$ cat config.mk
export PLATFORM = sky130hd
export DESIGN_NAME = bfcd_core
export DESIGN_NICKNAME = d
export VERILOG_FILES = /design/src/bfcd_pkg.sv /design/src/bfcd_core.sv
export VERILOG_INCLUDE_DIRS = /design/src
export SDC_FILE = /design/constraint.sdc
export NUM_CORES = 1
export LEC_CHECK = 0
export BUFFER_PORTS_ARGS = -buffer_cell sky130_fd_sc_hd__buf_4
export CORE_UTILIZATION = 50
export CTS_BUF_LIST = sky130_fd_sc_hd__clkbuf_16
export DETAILED_ROUTE_END_ITERATION = 10
export PLACE_DENSITY = 0.78
export SLEW_MARGIN = 25
export SYNTH_ARGS = -nofsm -noshare
export SYNTH_HDL_FRONTEND = slang
export SYNTH_SLANG_ARGS = --single-unit
$ cat constraint.sdc
create_clock -name mclk -period 2.8 [get_ports mclk]
set_clock_uncertainty 0.2 [all_clocks]
set_input_delay 0.42 -clock mclk [delete_from_list [all_inputs] [get_ports mclk]]
set_output_delay 0.42 -clock mclk [all_outputs]
set_load 0.02 [all_outputs]
$ cat src/bfcd_params.svh
// Constants for the boot failure and configuration corruption detector.
// Assumes inclusion by bare name from the design module and the checker.
`ifndef BFCD_PARAMS_SVH
`define BFCD_PARAMS_SVH

// ----------------------------------------------------------------------
// Status signatures and field positions
// ----------------------------------------------------------------------
`define BFCD_SIG_INIT_FAIL 8'h61
`define BFCD_SIG_CFG_CORRUPT 8'h41
`define BFCD_SIG_OK 8'h00
`define BFCD_BIT_READY 0
`define BFCD_BIT_ERASE_ERR 5
`define BFCD_BIT_PROG_ERR 6

// ----------------------------------------------------------------------
// Interface settings and reset values
// ----------------------------------------------------------------------
`define BFCD_CORRUPT_LATENCY 5'h14
`define BFCD_DEFAULT_LATENCY 5'h08
`define BFCD_CORRUPT_ADDR_BYTES 3'h4
`define BFCD_DEFAULT_ADDR_BYTES 3'h3
`define BFCD_NV_PREDEF 8'h00
`define BFCD_NV_COUNT 5

`endif

$ cat src/bfcd_pkg.sv
// Types shared by the detector.
// Assumes bfcd_params.svh is available on the include path.
package bfcd_pkg;

  typedef enum logic [2:0]
  {
    BFCD_POWERUP,
    BFCD_NORMAL,
    BFCD_INIT_FAIL,
    BFCD_CORRUPT,
    BFCD_UPDATING
  } bfcd_state_e;

  typedef enum logic
  {
    BFCD_IF_X1,
    BFCD_IF_X8
  } bfcd_iface_e;

endpackage : bfcd_pkg

$ cat src/bfcd_core.sv
// Power-up failure and configuration corruption detector of the flash.
// Assumes synchronous event strobes from the command decoder and pins.
`timescale 1ns/10ps
`include "bfcd_params.svh"

module bfcd_core
  import bfcd_pkg::*;
(
  // Clock and reset
  input wire logic mclk,
  input wire logic rst_n,
  // Boot strap and power-up results
  input wire logic boot_octal,
  input wire logic init_done,
  input wire logic init_failed,
  input wire logic cfg_corrupt_seen,
  // Register update activity
  input wire logic nv_erase_start,
  input wire logic nv_write_start,
  input wire logic nv_update_done,
  input wire logic [2:0] nv_write_sel,
  input wire logic [7:0] nv_write_data,
  input wire logic hw_reset_req,
  // Host transaction request
  input wire logic host_txn_valid,
  input wire logic host_txn_is_status,
  input wire logic [7:0] prot_scheme_in,
  // Outputs
  output logic reset_done_out_n,
  output logic [7:0] volatile_status_one,
  output logic iface_octal,
  output logic host_txn_accept,
  output logic [4:0] read_latency,
  output logic [2:0] addr_bytes,
  output logic full_speed,
  output logic [7:0] prot_scheme,
  output logic [7:0] nv_reg0,
  output logic [7:0] nv_reg1,
  output logic [7:0] nv_reg2,
  output logic [7:0] nv_reg3,
  output logic [7:0] nv_reg4
);

  // --------------------------------------------------------------------
  // State
  // --------------------------------------------------------------------
  typedef struct packed
  {
    bfcd_state_e state;
    bfcd_iface_e iface;
    logic boot_octal_lat;
    logic upd_is_erase;
    logic reset_done;
    logic first_nv_write_done;
    logic txn_accept;
    logic [7:0] status;
    logic [4:0] latency;
    logic [2:0] abytes;
    logic fast;
    logic [7:0] prot;
    // Five register images, lowest register in the low byte
    logic [`BFCD_NV_COUNT*8-1:0] nv;
  } bfcd_regs_s;

  bfcd_regs_s r_q;
  bfcd_regs_s r_d;

  // --------------------------------------------------------------------
  // Strap synchroniser
  // --------------------------------------------------------------------
  // Strap pin comes from outside the clock domain
  logic strap_s1_q;
  logic strap_s2_q;

  always_ff @(posedge mclk or negedge rst_n)
  begin
    if (!rst_n)
    begin
      strap_s1_q <= 1'b0;
      strap_s2_q <= 1'b0;
    end
    else
    begin
      strap_s1_q <= boot_octal;
      strap_s2_q <= strap_s1_q;
    end
  end

  // --------------------------------------------------------------------
  // Helpers
  // --------------------------------------------------------------------
  // Ready flag sits inside the status byte, so both update edges go through here
  function automatic logic [7:0] bfcd_set_ready(input logic [7:0] stat, input logic rdy);
    logic [7:0] res;
    res = stat;
    res[`BFCD_BIT_READY] = rdy;
    return res;
  endfunction : bfcd_set_ready

  // A cut update leaves the image suspect; an erase cut over octal is also a
  // program failure, which the host must see before it writes again
  function automatic logic [7:0] bfcd_cut_status(input logic was_erase, input logic on_octal);
    logic [7:0] res;
    res = `BFCD_SIG_CFG_CORRUPT;
    if (was_erase && on_octal)
    begin
      res[`BFCD_BIT_PROG_ERR] = 1'b1;
    end
    return res;
  endfunction : bfcd_cut_status

  // --------------------------------------------------------------------
  // Next state
  // --------------------------------------------------------------------
  always_comb
  begin
    r_d = r_q;
    r_d.txn_accept = 1'b0;
    case (r_q.state)
      BFCD_POWERUP:
      begin
        // Strap is caught while the power-up sequence runs, not under reset
        r_d.boot_octal_lat = strap_s2_q;
        r_d.iface = strap_s2_q ? BFCD_IF_X8 : BFCD_IF_X1;
        // Failure outranks a done seen in the same cycle
        if (init_failed)
        begin
          r_d.state = BFCD_INIT_FAIL;
          r_d.reset_done = 1'b0;
          if (strap_s2_q)
          begin
            r_d.iface = BFCD_IF_X8;
          end
          else
          begin
            r_d.iface = BFCD_IF_X1;
            r_d.status = `BFCD_SIG_INIT_FAIL;
          end
        end
        else if (init_done && cfg_corrupt_seen)
        begin
          r_d.state = BFCD_CORRUPT;
          r_d.reset_done = 1'b1;
          r_d.status = `BFCD_SIG_CFG_CORRUPT;
          if (strap_s2_q)
          begin
            r_d.latency = `BFCD_CORRUPT_LATENCY;
          end
          else
          begin
            // x1 recovery runs 4-byte addresses at full clock
            r_d.iface = BFCD_IF_X1;
            r_d.abytes = `BFCD_CORRUPT_ADDR_BYTES;
            r_d.fast = 1'b1;
          end
          r_d.prot = prot_scheme_in;
          // Recovery starts a fresh first-write window
          r_d.first_nv_write_done = 1'b0;
        end
        else if (init_done)
        begin
          r_d.state = BFCD_NORMAL;
          r_d.reset_done = 1'b1;
          r_d.status = `BFCD_SIG_OK;
          r_d.prot = prot_scheme_in;
          // A clean boot drops recovery settings left over from a hardware reset
          r_d.latency = `BFCD_DEFAULT_LATENCY;
          r_d.abytes = `BFCD_DEFAULT_ADDR_BYTES;
          r_d.fast = 1'b0;
        end
      end
      BFCD_INIT_FAIL:
      begin
        // Only a hardware reset leaves this state; only x1 status requests are accepted
        r_d.reset_done = 1'b0;
        r_d.iface = r_q.boot_octal_lat ? BFCD_IF_X8 : BFCD_IF_X1;
        r_d.txn_accept = r_q.boot_octal_lat ? 1'b0 : (host_txn_valid && host_txn_is_status);
        if (hw_reset_req)
        begin
          r_d.state = BFCD_POWERUP;
        end
      end
      BFCD_NORMAL, BFCD_CORRUPT:
      begin
        r_d.txn_accept = host_txn_valid;
        // Hardware reset outranks an update request in the same cycle
        if (hw_reset_req)
        begin
          r_d.state = BFCD_POWERUP;
          r_d.reset_done = 1'b0;
        end
        else if (nv_erase_start || nv_write_start)
        begin
          r_d.state = BFCD_UPDATING;
          r_d.upd_is_erase = nv_erase_start;
          r_d.status = bfcd_set_ready(r_q.status, 1'b0);
        end
      end
      BFCD_UPDATING:
      begin
        if (hw_reset_req)
        begin
          // Update cut short: abort and fall back; contents suspect
          r_d.state = BFCD_POWERUP;
          r_d.reset_done = 1'b0;
          r_d.status = bfcd_cut_status(r_q.upd_is_erase, r_q.iface == BFCD_IF_X8);
        end
        else if (nv_update_done)
        begin
          // Back to normal; a corrupt boot keeps its recovery interface settings
          r_d.state = BFCD_NORMAL;
          r_d.status = bfcd_set_ready(r_q.status, 1'b1);
          // An erase finishing writes no byte and does not count as the first write
          if (!r_q.upd_is_erase)
          begin
            if (!r_q.first_nv_write_done)
            begin
              r_d.first_nv_write_done = 1'b1;
              r_d.nv = {`BFCD_NV_COUNT{`BFCD_NV_PREDEF}};
            end
            // Selects past the last register are dropped rather than wrapped
            if (nv_write_sel < 3'(`BFCD_NV_COUNT))
            begin
              r_d.nv[nv_write_sel*8 +: 8] = nv_write_data;
            end
          end
        end
      end
      default:
      begin
        // Unused codes fall back to power-up
        r_d.state = BFCD_POWERUP;
      end
    endcase
  end

  // --------------------------------------------------------------------
  // Registers
  // --------------------------------------------------------------------
  always_ff @(posedge mclk or negedge rst_n)
  begin
    if (!rst_n)
    begin
      // Constants only; the strap is picked up after release
      r_q.state <= BFCD_POWERUP;
      r_q.iface <= BFCD_IF_X1;
      r_q.boot_octal_lat <= 1'b0;
      r_q.upd_is_erase <= 1'b0;
      r_q.reset_done <= 1'b0;
      r_q.first_nv_write_done <= 1'b0;
      r_q.txn_accept <= 1'b0;
      r_q.status <= `BFCD_SIG_OK;
      r_q.latency <= `BFCD_DEFAULT_LATENCY;
      r_q.abytes <= `BFCD_DEFAULT_ADDR_BYTES;
      r_q.fast <= 1'b0;
      r_q.prot <= 8'h00;
      r_q.nv <= {`BFCD_NV_COUNT{`BFCD_NV_PREDEF}};
    end
    else
    begin
      r_q <= r_d;
    end
  end

  // --------------------------------------------------------------------
  // Outputs
  // --------------------------------------------------------------------
  // Plain wires from the state register, so every output is a flop
  assign reset_done_out_n = r_q.reset_done;
  assign volatile_status_one = r_q.status;
  assign iface_octal = (r_q.iface == BFCD_IF_X8);
  assign host_txn_accept = r_q.txn_accept;
  assign read_latency = r_q.latency;
  assign addr_bytes = r_q.abytes;
  assign full_speed = r_q.fast;
  assign prot_scheme = r_q.prot;
  assign nv_reg0 = r_q.nv[7:0];
  assign nv_reg1 = r_q.nv[15:8];
  assign nv_reg2 = r_q.nv[23:16];
  assign nv_reg3 = r_q.nv[31:24];
  assign nv_reg4 = r_q.nv[39:32];

endmodule : bfcd_core

* After elaboration in Yosys (flattened, before gate mapping) *
Index checks and enable logic that the tools add are counted.

operators by class
  reductions and logical operators = 21
  shifts and indexed selects = 2
  equality and inequality tests = 20
  mux-type cells = 45
  bitwise gates (word level) = 4
  add/subtract/negate cells = 1
  order comparisons = 1

operator list
  cell                       number
  $mux W40                   6
  $mux W25                   2
  $bwmux W40                 1
  $shift A8 B34 Y40 const A  1
  $shiftx A8 B34 Y40         1
  $neg A6 Y34                1
  $mux W8                    3
  $pmux W8 S3                1
  $ne A2 B2 Y1 const B       11
  $mux W3                    7
  $mux W1                    17
  $reduce_and A4 Y1          4
  $pmux W3 S4                1
  $reduce_and A6 Y1          2
  $ne A3 B3 Y1 const B       3
  $reduce_and A3 Y1          3
  $mux W4                    2
  $eq A3 B2 Y1 const B       2
  $pmux W1 S2                3
  $reduce_bool A2 Y1         3
  $reduce_bool A3 Y1         2
  $mux W5                    1
  $reduce_and A5 Y1          1
  $ne A4 B4 Y1 const B       1
  other kinds (11)           15

word-level totals
  output and inout bits = 68
  logic and storage cells = 110
  bits of input ports = 31
  bits in registers = 76

* Longest topological paths before layout *
  depth in word-level cells = 7
  mapped depth = 8
  depth with buffers taken out = 7

* Least setup slack after synthesis *
Ideal clock, no wire load.

  path type = in2reg
  from = input port nv_write_sel[0]
  to = register r_q (netlist bit nv_reg2[0])
  buffers on the path = 1
  required time = 2.479 ns
  slack = 0.583 ns
  library setup time = 0.121 ns
  data arrival time = 1.896 ns
  cell stages on the path = 7
  cell sequence = inv_1 -> ha_1 -> ha_1 -> clkbuf_1 -> nand4_1 -> a21o_1 -> a22o_1

on the way
  word-level cells in the longest chain between the ends = 4
  elaborated cells between the ends (all ways) = 6
  classes of those cells = add/sub: 1; order compare: 1; shift: 2; mux: 2

ends and longest elaborated chain
  item                                                     RTL line          RTL
  start: declaration                                       bfcd_core.sv:21   input wire logic [2:0] nv_write_sel,
  $neg A6 Y34                                              bfcd_core.sv:224  r_d.nv[nv_write_sel*8 +: 8] = nv_write_data;
  $shiftx A8 B34 Y40 or $shift A8 B34 Y40 (tied branches)  bfcd_core.sv:224
  $bwmux W40                                               bfcd_core.sv:224
  $mux W40 *                                               bfcd_core.sv:222  if (nv_write_sel < 3'(`BFCD_NV_COUNT))
  end signal: assignment                                   bfcd_core.sv:261  r_q <= r_d;
  end: declaration                                         bfcd_core.sv:65   bfcd_regs_s r_q;

Mark *: on every way between the ends. The rest lies on a longest branch, timed or not.
A chain may end at the register's enable or synchronous reset.

* Worst setup path after layout *
  from = input port nv_write_sel[0]
  to = register r_q (netlist bit nv_reg3[5])

Same word-level chain as after synthesis.

==> summary.md <==
| Metric | Value |
|---|---|
| Status | finished, violations left |
| Failing checks | negative hold slack |
| Cell count after synthesis | 311 |
| Max-slew headroom | 46.4% |
| Comb power frac | 24.2% |
| Worst path required time | 2.86 ns |
| Initial core utilization | 52.3% |
| Critical path type | in -> reg |
| Setup bufs post-CTS | 0 |
| Die footprint | 7010 um2 |
| CTS sink cnt | 66 |
| TritonCTS Buffers | 9 |
| Leakage | 2.00 nW |
| RSZ-0062 raised after global routing | no |
| Clk pwr share | 38.5% |
| Post-synth cell types | 38 |
| Gpl congestion | 0.852 |
| R2R Setup Slk | 0.64 ns |
| Minimum clock period | 2.26 ns |
| Crit path DAT | 2.32 ns |
| Max-Cap Viols | 0 |
| WL/cell | 16.4 um |
| Worst setup EP type | flop |
| Clock-pin transition on the worst setup and hold timing paths | 0.06 ns |
| HPWL Detailed | 5050 um |
| Sw power | 1.01 mW |
| Uppermost routed layer | met4 |
| Cell Int Power | 2.34 mW |
| Synth-to-layout area growth | 19.1% |
| Post-place setup slack | 0.236 ns |
| Max FO, Critical Path | 8 |
| Slowest cell on crit path | nor3b_2 |
| HP Class | in -> async |
| FF+latch count, synth | 66 |
| Pwr Density | 843 nW/um2 |
| Buf+Inv Stages, Crit Path | 2 |
| Antenna-violating nets left | 0 |
| Die height | 83.7 um |
| Number of global-route vias before repair | 2310 |
| Fmax | 442 MHz |
| FF-to-FF path depth | 4 |
| Core area | 6390 um2 |
| Maximum clock path buffer count | 2 |
| Post-CTS sizing | 0 |
| NumNets Final | 386 |
| Post-synthesis sequential area ratio | 49.6% |
| PortBufs | 91 |
| Global-route wire length before repair | 11800 um |
| Antenna violations before repair | 0 |
| Slew @ Worst Pin | 0.804 ns |
| GRT Total Usage | 21.5% |
| IO Pins | 99 |
| H-Tree Depth | 3 |
| Synth Warn # | 0 |
| Routed wl met3 | 499 um |
| Worst VDD drop | 0.000552 V |
| Sw frac | 30.2% |
| CTS tree | yes |
| Hold Slack | -0.000742 ns |
| DRC | 0 |
| Row count | 29 |
| 1st-iter DRT viols | 133 |
| Synthesized area per cell | 10.7 um2 |
| Seq pwr share | 37.3% |
| Worst Slack Setup Final | 0.539 ns |
| Final critical-path share of the clock period | 80.8% |
| Delay-heaviest family, CP | simple AND/OR/NAND/NOR gates |
| Routed via count | 2379 |
| Reg-to-Reg Start | r_q[71]$_DFFE_PN0P_ |
| CP startpoint kind | input pin |
| Clk_lat worst skew | 0.32 ns |
| Layout cells sized above 1 | 33.1% |
| Vias per Instance | 5.52 |
| Mapped cell area | 3340 um2 |
| Die W | 83.7 um |
| WL met2 | 3540 um |
| Most common cell on crit path | ha_1 |
| Crit path largest cell delay | 0.46 ns |
| Wl on met1 | 2980 um |
| Final Hold Vio Count | 1 |
| Crit-path cells | buf_4 > inv_1 > ha_1 > ha_1 > nand2_1 > nor3_1 > nor3b_2 > a22o_1 |
| Endpoints failing setup | 0 |
| Fillers | 546 |
| Clk root buf | clkbuf_16 |
| Largest net degree at the start of global routing | 67 |
| Setup_tns | 0 ns |
| Total gr overflow | 0 |
| Slew Viols, Final | 0 |
| First-pass DRT Iterations | 5 |
| CTS Hold Bufs | 1 |
| Final core occ | 62.2% |
| Diodes inserted | 0 |
| Total Routed Length | 7080 um |
| R2R Path End | nv_reg1[7]$_DFFE_PN0P_ |
==> flip-flops by register name (all words and copies together), names as in the netlist, 2 cells and up <==
| signal | flops |
|---|---|
| addr_bytes | 2 |
| nv_reg0 | 8 |
| nv_reg1 | 8 |
| nv_reg2 | 8 |
| nv_reg3 | 8 |
| nv_reg4 | 8 |
| prot_scheme | 8 |
| r_q | 6 |
| read_latency | 2 |
| volatile_status_one | 3 |
==> layer usage <==
layer,up-vias,global-route usage (%)
li1,1108,-
met1,1162,29.7
met2,105,33.9
met3,4,3.36
met4,0,8.63
met5,-,0
==> through the flow <==
stage | power (mW) | std cells | hold WS, ns | area [um2]
floorplan | 1.89 | 317 | -0.0756 | 3360
global route | 3.52 | 431 | 0.0691 | 3980
global placement | 2.05 | 414 | 0.133 | 3610
CTS | 3.39 | 431 | 0.0223 | 3980
detailed placement | 2.08 | 414 | 0.153 | 3610
finish | 3.35 | 431 | -0.000742 | 3980
==> how the worst max path moves through the flow <==
| stage | start | endpoint | slack [ns] | cells past startpoint |
|---|---|---|---|---|
| after floorplan | nv_write_sel[0] | nv_reg2[0]$_DFFE_PN0P_ | 0.58 | 7 |
| after detailed placement | nv_write_sel[0] | nv_reg3[7]$_DFFE_PN0P_ | 0.24 | 8 |
| final | nv_write_sel[0] | nv_reg3[5]$_DFFE_PN0P_ | 0.54 | 8 |
| after global routing | nv_write_sel[0] | nv_reg3[5]$_DFFE_PN0P_ | 0.36 | 8 |
| after global placement | nv_write_sel[0] | nv_reg3[2]$_DFFE_PN0P_ | 0.40 | 8 |
| after CTS | nv_write_sel[0] | nv_reg3[5]$_DFFE_PN0P_ | 0.58 | 8 |
==> power by group through the flow <==
stage          clock network (mW)  registers, mW  logic (mW)
2_1_floorplan                   0           1.23       0.658
3_3_place_gp                    0           1.26       0.791
3_5_place_dp                    0           1.26       0.814
4_1_cts                      1.31           1.25       0.821
5_1_grt                      1.36           1.27       0.884
6_report                     1.29           1.25       0.811
==> cells in the final DEF, fill, tap and decap left out, types with 2 or more instances in the layout <==
master,count
a21o_1,8
a21oi_1,10
a22o_1,36
a32o_1,5
and2_1,4
buf_4,91
bufinv_16,3
clkbuf_16,9
clkinv_4,3
conb_1,7
dfrtp_1,64
dfstp_2,2
ha_1,6
inv_1,9
nand2_1,36
nand2b_1,3
nand4_1,5
nor2_1,9
nor2b_1,3
nor3_1,4
nor3b_1,3
nor4_4,2
o21ai_0,14
o32ai_1,2
==> logic make-up after synthesis <==
kind of cell / Yosys count / synth area share [%]
mux: 2 / 0.637
other cells: 1 / 0.112
buf+inv: 80 / 16.8
flops: 66 / 49.6
simple gates: 78 / 13.2
compound gates: 77 / 17.3
xor+xnor: 1 / 0.262
fa+ha+maj: 6 / 2.25
==> final cells by class <==
class,count,area [um2],share of cell area [%]
Sequential cell,66,1650,41.6
Multi-Input combinational cell,171,1150,28.9
Timing Repair Buffer,92,693,17.4
Clock buffer,9,225,5.67
Clock inverter,7,125,3.15
Tap cell,77,96.3,2.42
Inverter,9,33.8,0.850
==> cells in the mapped netlist, drive strengths merged <==
| library cell | count | area [um2] |
|---|---|---|
| a21o | 8 | 60.1 |
| o32ai | 2 | 17.5 |
| mux2i | 1 | 10.0 |
| nand3 | 1 | 5.00 |
| nand4b | 1 | 8.76 |
| a31oi | 1 | 6.26 |
| a22oi | 1 | 7.51 |
| nor2b | 3 | 18.8 |
| nand4 | 5 | 31.3 |
| mux2 | 1 | 11.3 |
| nor3 | 5 | 36.3 |
| nand2b | 3 | 18.8 |
| ha | 6 | 75.1 |
| a21oi | 10 | 50.1 |
| buf | 69 | 518 |
| nand2 | 37 | 141 |
| dfrtp | 64 | 1600 |
| o21ai | 14 | 70.1 |
| nor4 | 3 | 48.8 |
| nor2 | 10 | 40.0 |
| inv | 9 | 33.8 |
| a32o | 5 | 50.1 |
| nor3b | 4 | 35.0 |
| and2 | 4 | 25.0 |
| a22o | 36 | 315 |
| xor2 | 1 | 8.76 |
| or3 | 1 | 6.26 |
| clkbuf | 2 | 7.51 |
| conb | 1 | 3.75 |
| dfstp | 2 | 52.6 |
| nor4b | 1 | 23.8 |
(Power assumes the default switching activity.)
